### src/verilog/host_irq_pkg.sv
// package: constants and carriers for the host interrupt enable mask block
package host_irq_pkg;

  // ************************************************************
  // register access
  // ************************************************************
  localparam logic [7:0] CMD_MASK_READ = 8'h25;
  localparam logic [7:0] CMD_MASK_WRITE = 8'ha5;
  localparam int REG_W = 16;
  localparam int EVT_W = 7;
  localparam logic [15:0] MASK_RESET = 16'h0000;
  // bits 6,5,4,2,1,0 hold state; 15..7 and 3 are reserved
  localparam logic [15:0] MASK_WRITABLE = 16'h0077;

  // ************************************************************
  // bit positions of the event sources and the global enable
  // ************************************************************
  localparam int BIT_CLK_READY = 6;
  localparam int BIT_HOST_SUSPENDED = 5;
  localparam int BIT_OP_REG_UPDATE = 4;
  localparam int BIT_TRANSFER_DONE = 2;
  localparam int BIT_ASYNC_LIST = 1;
  localparam int BIT_SOF = 0;
  localparam int BIT_GLOBAL_EN = 0;

  // ************************************************************
  // wake-up timing
  // ************************************************************
  localparam int CLK_MHZ = 200;
  localparam int WAKE_MAX_US = 1000;
  localparam int WAKE_MAX_CYCLES = WAKE_MAX_US * CLK_MHZ;
  localparam int WAKE_CNT_W = 20;
  localparam logic [19:0] WAKE_CNT_ZERO = 20'h00000;
  localparam logic [19:0] WAKE_CNT_ONE = 20'h00001;

  // ************************************************************
  // carriers
  // ************************************************************
  typedef struct packed {
    logic valid;
    logic [7:0] code;
    logic [15:0] data;
  } cmd_t;

  typedef struct packed {
    logic valid;
    logic [15:0] data;
  } rsp_t;

  typedef enum logic [1:0] {
    PWR_RUN,
    PWR_SUSP_WAIT,
    PWR_SUSPENDED,
    PWR_WAKING
  } pwr_state_t;

endpackage
### src/verilog/host_irq_enable_mask.sv
// host interrupt enable mask, suspend sequencer and wake-up clock-ready timer
`timescale 1ns/1ps
// Functional notes
// - Sixteen-bit read/write mask, all zero after reset; 15..7 and 3 reserved.
// - Bit 6 passes or blocks the clock-ready event onto the host interrupt.
// - Bit 5 passes or blocks the host-suspended event onto the host interrupt.
// - Suspend request waits for downstream suspend, then stops SOF and suspends.
// - Bit 4 passes the operational-register-update event onto the interrupt.
// - Bit 2 passes the end-of-transfer event onto the interrupt.
// - Bit 1 passes the asynchronous transfer list event onto the interrupt.
// - Bit 0 passes the start-of-frame event onto the interrupt.
// - Interrupt only when status bit, its mask bit and global enable are set.
// - Clock-ready flagged after wake-up once clock is stable, at most 1 ms.
module host_irq_enable_mask #(
  parameter int WAKE_CYCLES = host_irq_pkg::WAKE_MAX_CYCLES
) (
  // clock and reset
  input wire logic clk_sys,
  input wire logic nrst,
  // command port from the shared processor bus front end
  input host_irq_pkg::cmd_t cmd,
  output host_irq_pkg::rsp_t rsp,
  // event status and global enable from the host side
  input wire logic [6:0] host_event_status,
  input wire logic [15:0] host_hw_config_register,
  // power control from the host control register logic
  input wire logic suspend_req,
  input wire logic resume_req,
  input wire logic downstream_all_suspended,
  input wire logic clk_stable_pin,
  // results
  output logic host_irq_pin,
  output logic sof_enable,
  output logic host_suspended_evt,
  output logic clk_ready_evt,
  output logic [15:0] host_interrupt_enable_mask
);

  // ************************************************************
  // command decode
  // ************************************************************
  logic mask_rd;
  logic mask_wr;
  logic [15:0] mask_r;
  logic [15:0] mask_nxt;
  host_irq_pkg::rsp_t rsp_r;

  // only the two mask codes are decoded, and only the read is answered; others are left to other blocks
  assign mask_rd = cmd.valid && (cmd.code == host_irq_pkg::CMD_MASK_READ);
  assign mask_wr = cmd.valid && (cmd.code == host_irq_pkg::CMD_MASK_WRITE);
  // reserved lanes are dropped at the write so they cannot hold a one
  assign mask_nxt = mask_wr ? (cmd.data & host_irq_pkg::MASK_WRITABLE) : mask_r;

  // mask register, cleared by reset so every source starts blocked
  always_ff @(posedge clk_sys) begin
    if (!nrst) begin
      mask_r <= host_irq_pkg::MASK_RESET;
    end else begin
      mask_r <= mask_nxt;
    end
  end

  // read answer, one cycle after the command
  always_ff @(posedge clk_sys) begin
    if (!nrst) begin
      rsp_r <= '0;
    end else begin
      rsp_r.valid <= mask_rd;
      rsp_r.data <= mask_rd ? mask_r : rsp_r.data;
    end
  end

  assign rsp = rsp_r;
  assign host_interrupt_enable_mask = mask_r;

  // ************************************************************
  // interrupt gating
  // ************************************************************
  logic [6:0] gated;
  logic global_en;
  logic irq_nxt;
  logic irq_r;

  // one mask bit per status bit; bit 3 of the mask is always zero here
  assign gated = host_event_status & mask_r[host_irq_pkg::EVT_W-1:0];
  assign global_en = host_hw_config_register[host_irq_pkg::BIT_GLOBAL_EN];
  assign irq_nxt = (|gated) && global_en;

  // registered pin so no decode glitch reaches the outside
  always_ff @(posedge clk_sys) begin
    if (!nrst) begin
      irq_r <= 1'b0;
    end else begin
      irq_r <= irq_nxt;
    end
  end

  assign host_irq_pin = irq_r;

  // ************************************************************
  // clock-stable synchroniser
  // ************************************************************
  logic stable_s1_r;
  logic stable_s2_r;

  // the oscillator status comes from outside the clock domain
  always_ff @(posedge clk_sys) begin
    if (!nrst) begin
      stable_s1_r <= 1'b0;
      stable_s2_r <= 1'b0;
    end else begin
      stable_s1_r <= clk_stable_pin;
      stable_s2_r <= stable_s1_r;
    end
  end

  // ************************************************************
  // suspend and wake-up sequencer
  // ************************************************************
  host_irq_pkg::pwr_state_t state_r;
  host_irq_pkg::pwr_state_t state_nxt;
  logic [19:0] wake_cnt_r;
  logic [19:0] wake_cnt_nxt;
  logic wake_done;
  logic susp_evt_nxt;
  logic rdy_evt_nxt;
  logic susp_evt_r;
  logic rdy_evt_r;
  logic sof_en_r;

  // the bound ends the wait even if the stable flag never comes
  assign wake_done = stable_s2_r ||
    (wake_cnt_r >= host_irq_pkg::WAKE_CNT_W'(WAKE_CYCLES - 1));

  // next state
  always_comb begin
    state_nxt = state_r;
    susp_evt_nxt = 1'b0;
    rdy_evt_nxt = 1'b0;
    case (state_r)
      host_irq_pkg::PWR_RUN: begin
        if (suspend_req) begin
          state_nxt = host_irq_pkg::PWR_SUSP_WAIT;
        end
      end
      host_irq_pkg::PWR_SUSP_WAIT: begin
        if (downstream_all_suspended) begin
          state_nxt = host_irq_pkg::PWR_SUSPENDED;
          susp_evt_nxt = 1'b1;
        end
      end
      host_irq_pkg::PWR_SUSPENDED: begin
        if (resume_req) begin
          state_nxt = host_irq_pkg::PWR_WAKING;
        end
      end
      host_irq_pkg::PWR_WAKING: begin
        if (wake_done) begin
          state_nxt = host_irq_pkg::PWR_RUN;
          rdy_evt_nxt = 1'b1;
        end
      end
      default: begin
        state_nxt = host_irq_pkg::PWR_RUN;
      end
    endcase
  end

  // wake counter runs only while waking; it clears on the exit cycle so it never
  // reaches the bound itself and the next wake-up starts from zero
  assign wake_cnt_nxt = ((state_r == host_irq_pkg::PWR_WAKING) && !wake_done) ?
    (wake_cnt_r + host_irq_pkg::WAKE_CNT_ONE) : host_irq_pkg::WAKE_CNT_ZERO;

  // state, counter and event pulses
  always_ff @(posedge clk_sys) begin
    if (!nrst) begin
      state_r <= host_irq_pkg::PWR_RUN;
      wake_cnt_r <= host_irq_pkg::WAKE_CNT_ZERO;
      susp_evt_r <= 1'b0;
      rdy_evt_r <= 1'b0;
      sof_en_r <= 1'b0;
    end else begin
      state_r <= state_nxt;
      wake_cnt_r <= wake_cnt_nxt;
      susp_evt_r <= susp_evt_nxt;
      rdy_evt_r <= rdy_evt_nxt;
      sof_en_r <= (state_nxt == host_irq_pkg::PWR_RUN) ||
        (state_nxt == host_irq_pkg::PWR_SUSP_WAIT);
    end
  end

  assign sof_enable = sof_en_r;
  assign host_suspended_evt = susp_evt_r;
  assign clk_ready_evt = rdy_evt_r;

  // ************************************************************
  // assertions
  // ************************************************************
  AST_RESERVED_ZERO: assert property (@(posedge clk_sys) disable iff (!nrst)
    (mask_r & ~host_irq_pkg::MASK_WRITABLE) == 16'h0000)
    else $error("reserved mask bit holds a one");

  AST_RESET_CLEARS: assert property (@(posedge clk_sys)
    !nrst |=> (mask_r == host_irq_pkg::MASK_RESET) && !host_irq_pin)
    else $error("mask or pin not clear after reset");

  AST_WRITE_READBACK: assert property (@(posedge clk_sys) disable iff (!nrst)
    mask_wr ##1 (mask_rd && !mask_wr) |=> rsp.valid &&
      (rsp.data == ($past(cmd.data, 2) & host_irq_pkg::MASK_WRITABLE)))
    else $error("mask read does not return the written value");

  AST_CLK_READY_BLOCKED: assert property (@(posedge clk_sys) disable iff (!nrst)
    (host_event_status == 7'h40) && !mask_r[6] |=> !host_irq_pin)
    else $error("clock-ready event raised interrupt while masked");

  AST_SUSPENDED_PASSED: assert property (@(posedge clk_sys) disable iff (!nrst)
    host_event_status[5] && mask_r[5] && global_en |=> host_irq_pin)
    else $error("host-suspended event did not raise interrupt");

  AST_OPREG_PASSED: assert property (@(posedge clk_sys) disable iff (!nrst)
    host_event_status[4] && mask_r[4] && global_en |=> host_irq_pin)
    else $error("op register event did not raise interrupt");

  AST_DONE_PASSED: assert property (@(posedge clk_sys) disable iff (!nrst)
    host_event_status[2] && mask_r[2] && global_en |=> host_irq_pin)
    else $error("end-of-transfer event did not raise interrupt");

  AST_ASYNC_PASSED: assert property (@(posedge clk_sys) disable iff (!nrst)
    host_event_status[1] && mask_r[1] && global_en |=> host_irq_pin)
    else $error("async list event did not raise interrupt");

  AST_SOF_PASSED: assert property (@(posedge clk_sys) disable iff (!nrst)
    host_event_status[0] && mask_r[0] && global_en |=> host_irq_pin)
    else $error("start-of-frame event did not raise interrupt");

  AST_PIN_CAUSE: assert property (@(posedge clk_sys) disable iff (!nrst)
    $rose(host_irq_pin) |-> $past(|(host_event_status & mask_r[6:0]) && global_en))
    else $error("interrupt pin rose without an enabled source");

  AST_SUSPEND_STOPS_SOF: assert property (@(posedge clk_sys) disable iff (!nrst)
    host_suspended_evt |-> !sof_enable ##1 !sof_enable)
    else $error("start-of-frame still enabled after suspend");

  AST_WAKE_BOUND: assert property (@(posedge clk_sys) disable iff (!nrst)
    wake_cnt_r < host_irq_pkg::WAKE_CNT_W'(WAKE_CYCLES))
    else $error("wake-up wait ran past its bound");

endmodule // host_irq_enable_mask

### config.mk
export PLATFORM = sky130hd
export DESIGN_NAME = host_irq_enable_mask
export DESIGN_NICKNAME = d
export VERILOG_FILES = /design/src/verilog/host_irq_pkg.sv /design/src/verilog/host_irq_enable_mask.sv
export SDC_FILE = /design/constraint.sdc
export NUM_CORES = 1
export LEC_CHECK = 0
export ABC_CLOCK_PERIOD_IN_PS = 2550
export BUFFER_PORTS_ARGS = -buffer_cell sky130_fd_sc_hd__buf_2
export CORE_MARGIN = 10
export CORE_UTILIZATION = 45
export CTS_BUF_LIST = sky130_fd_sc_hd__clkbuf_16
export DETAILED_ROUTE_END_ITERATION = 16
export PLACE_DENSITY = 0.79
export SLEW_MARGIN = 20
export SYNTH_ARGS = -nofsm -noshare
export SYNTH_HDL_FRONTEND = slang
export SYNTH_SLANG_ARGS = --single-unit
### constraint.sdc
create_clock -name clk_sys -period 2.55 [get_ports clk_sys]
set_input_delay 0.255 -clock clk_sys [delete_from_list [all_inputs] [get_ports clk_sys]]
set_output_delay 0.255 -clock clk_sys [all_outputs]
set_load 0.01 [all_outputs]
==> metrics.yaml <==
run_status:
  status: "finished clean"
worst_hold_path:
  hold_depth: 2
  min_path_type: "input port to flip-flop"
critical_path:
  path_cells: "ha_1 -> nand2_2 -> or3_4 -> or4_4 -> nand2_2 -> nor2_1"
  crit_end: "wake_cnt_r[17]$_SDFF_PN0_"
  worst-path-stages: 6
  slowest_stage: "or4_4"
  timing.critical_path.mode_cell: "nand2_2"
  critPathLaunch: "wake_cnt_r[0]$_SDFF_PN0_"
  reg2reg_to: "wake_cnt_r[17]$_SDFF_PN0_"
  rr_worst_depth: 6
  cp-end-kind: "flip-flop"
  start_kind: "flip-flop"
  reg2reg_setup_slack_ps: 410
  worstSetupPathType: "flip-flop to flip-flop"
  cp.arrival_ps: 2300
  crit_family: "simple AND/OR/NAND/NOR gates"
  required_ps: 2710
  crit_fanout: 17
  crit_buf_inv: 0
  reg2reg_from: "wake_cnt_r[0]$_SDFF_PN0_"
  slowest_delay_ps: 560
floorplan:
  die_y_um: 83.4
  start_util_pct: 48.0
  rows: 22
  coreArea_um2: 3770
  die_w_um: 83.4
  pin_count: 91
  die-area_um2: 6960
cts:
  cts_tree: "done"
  clk_pin_slew_ps: 60
  ctsResizeCount: 0
  hold_buffers: 0
  cts_htree_levels: 2
  clk_latency_ps: 280
  cts_made_buffers: 5
  cts-root-buf: "clkbuf_16"
  cts.sinks: 41
  cts_setup_buffers: 0
  clock_path_buffers: 2
power_and_ir_drop:
  p_per_area_nw_per_um2: 692
  power.switching_w: 0.000281
  fin_total_pwr_w: 0.00152
  p_sw_share_pct: 18.5
  ir_worst_vdd_mv: 0.574
  pwr-share-seq_pct: 43.2
  combPwrFrac_pct: 4.4
  clockPowerShare_pct: 52.4
  p_int_w: 0.00124
  leakagePower_nw: 0.945
sta:
  finalCritPeriodShare_pct: 84.0
  rsz0062_at_grt: "false"
  skew_ps: 5.83
  setup_viol: 0
  fin_setup_tns_ps: 0
  worst_pin_slew_ps: 626
  fmax_mhz: 467
  period_needed_ps: 2140
  worst_slack_ps: 408
  slew_headroom_pct: 57.9
  finalHoldViolations: 0
  maxSlewViolCount: 0
global_route:
  grt_pass1_vias: 1456
  grt_max_degree: 22
  gr-total-overflow: 0
  grt_antenna_before_repair: 0
  grtUsageTotal_pct: 11.5
  grt_first_pass_wirelength_mm: 6.62
finish:
  drive_gt1_share_pct: 25.6
  num_antenna_cells: 0
  syn_to_final_growth_pct: 21.4
  final_cell_area_um2: 2200
  nets: 296
  finalNonFillerCells: 290
placed_design:
  io_buffer_count: 44
  placed_cells: 282
  pre_cts_ws_ps: 403
  place_area_um2: 2010
  gp_congestion: 0.759
  dpl.hpwl_mm: 3.06
synth:
  synth_cell_types: 37
  post_synth.cell_area_avg_um2: 9.47
  yosysSeqAreaShare_pct: 45.4
  synth_cells: 191
  ys_ff_latch: 41
  synth_top_area_share_pct: 45.4
  synth_warnings: 0
  netlist_top_cells_area: "dfxtp_1 (45%), buf_4 (8.3%), mux2i_1 (6.6%), nor2b_1 (4.8%), nor2_1 (4.8%)"
  synth_largest_area_cell: "dfxtp_1"
  syn_area_um2: 1810
drt:
  route.met3.wl_um: 222
  top_layer: "met4"
  met2WireLength_mm: 2.15
  drtPass1Iterations: 4
  wl_per_cell_um: 13.7
  drt_wl_total_mm: 3.96
  vias: 1387
  drc: 0
  wl_met1_mm: 1.46
  ant_nets: 0
  vias_per_cell: 4.78
  first_iter_violations: 102
flow_run:
  maxCapViolCount: 0
==> power by group through the flow <==
stage | logic, W | clock network (W) | registers [W]
floorplan | 0.0000601 | 0 | 0.000670
global placement | 0.0000635 | 0 | 0.000669
detailed placement | 0.0000662 | 0 | 0.000670
CTS | 0.0000663 | 0.000809 | 0.000656
global route | 0.0000766 | 0.000838 | 0.000657
finish | 0.0000674 | 0.000796 | 0.000656
==> synth_stat cells (all sizes together) <==
cell	count
and2	4
a21oi	1
inv	4
a31o	1
conb	1
a22oi	3
nor3	3
nor2	23
o221a	1
or2	1
a31oi	2
mux2i	12
and4b	1
and3	2
or4	2
dfxtp	41
clkbuf	2
buf	21
xor2	7
nor2b	15
nand2	11
ha	1
nor4bb	1
nand4	4
or3	2
nand3	8
xnor2	8
o21ai	4
nand3b	2
nor4	3
==> how the worst min path moves through the flow <==
stage | endpoint | slack [ps] | start
5_1_grt | stable_s1_r$_SDFF_PN0_ | 190 | clk_stable_pin
2_1_floorplan | host_irq_pin$_SDFF_PN0_ | 370 | host_hw_config_register[0]
3_3_place_gp | stable_s2_r$_SDFF_PN0_ | 420 | stable_s1_r$_SDFF_PN0_
6_report | stable_s1_r$_SDFF_PN0_ | 180 | clk_stable_pin
4_1_cts | stable_s1_r$_SDFF_PN0_ | 180 | clk_stable_pin
3_5_place_dp | stable_s2_r$_SDFF_PN0_ | 420 | stable_s1_r$_SDFF_PN0_
==> worst reg2reg max path, delay by kind of cell (launching register included) <==
family | cells | cell delay, ps
AND/OR/NAND/NOR | 5 | 1440
adder cells (fa/ha/maj) | 1 | 230
flip-flops | 1 | 350
==> kinds of logic (layout without fill, tap and decap cells) <==
logic type / Yosys count / count (layout) / synth area share [%]
xor gates and xnor gates: 15 / 15 / 7.26
DFF: 41 / 41 / 45.4
and+or+nand+nor: 82 / 82 / 25.2
buffers and inverters: 27 / 57 / 10.2
other: 1 / 22 / 0.207
adders and majority gates: 1 / 1 / 0.691
AOI/OAI and AO/OA: 12 / 12 / 4.43
muxes: 12 / 12 / 6.64
==> sequential cells by signal, indices dropped and copies added (netlist names) <==
name                        cells
sof_enable                      1
wake_cnt_r                     20
state_r                         2
host_suspended_evt              1
stable_s1_r                     1
host_irq_pin                    1
stable_s2_r                     1
host_interrupt_enable_mask      6
rsp                             7
clk_ready_evt                   1
==> per-stage QoR <==
stage          util [%]  hold slack [ps]
6_report           58.3              181
5_1_grt            58.3              186
4_1_cts            58.3              178
3_5_place_dp       53.2              424
3_3_place_gp       53.2              420
2_1_floorplan         -              371
==> area by class of cell <==
class,instances,area [um2]
fillers,343,1570
repair buffers,45,228
clock inverters,3,65.1
inverters,4,15.0
clock buffers,5,125
well taps,48,60.1
flip-flops and latches,41,821
multi-input cells,144,883
==> metal layers <==
layer  vias up  GRT usage [%]
met5         -              0
met4         0           6.62
met2        43           20.9
li1        696              -
met1       638           10.6
met3        10           4.49
==> cell usage in the layout (no fill, tap or decap), drive strengths merged, types with 3 or more instances in the layout <==
cell type  synthesis  routed
buf               21      45
dfxtp             41      41
nor2              23      23
conb               1      22
nor2b             15      15
mux2i             12      12
nand2             11      11
nand3              8       8
xnor2              8       8
xor2               7       7
clkbuf             2       5
inv                4       4
o21ai              4       4
nand4              4       4
and2               4       4
nor4               3       3
a22oi              3       3
nor3               3       3
(Power assumes the default switching activity.)
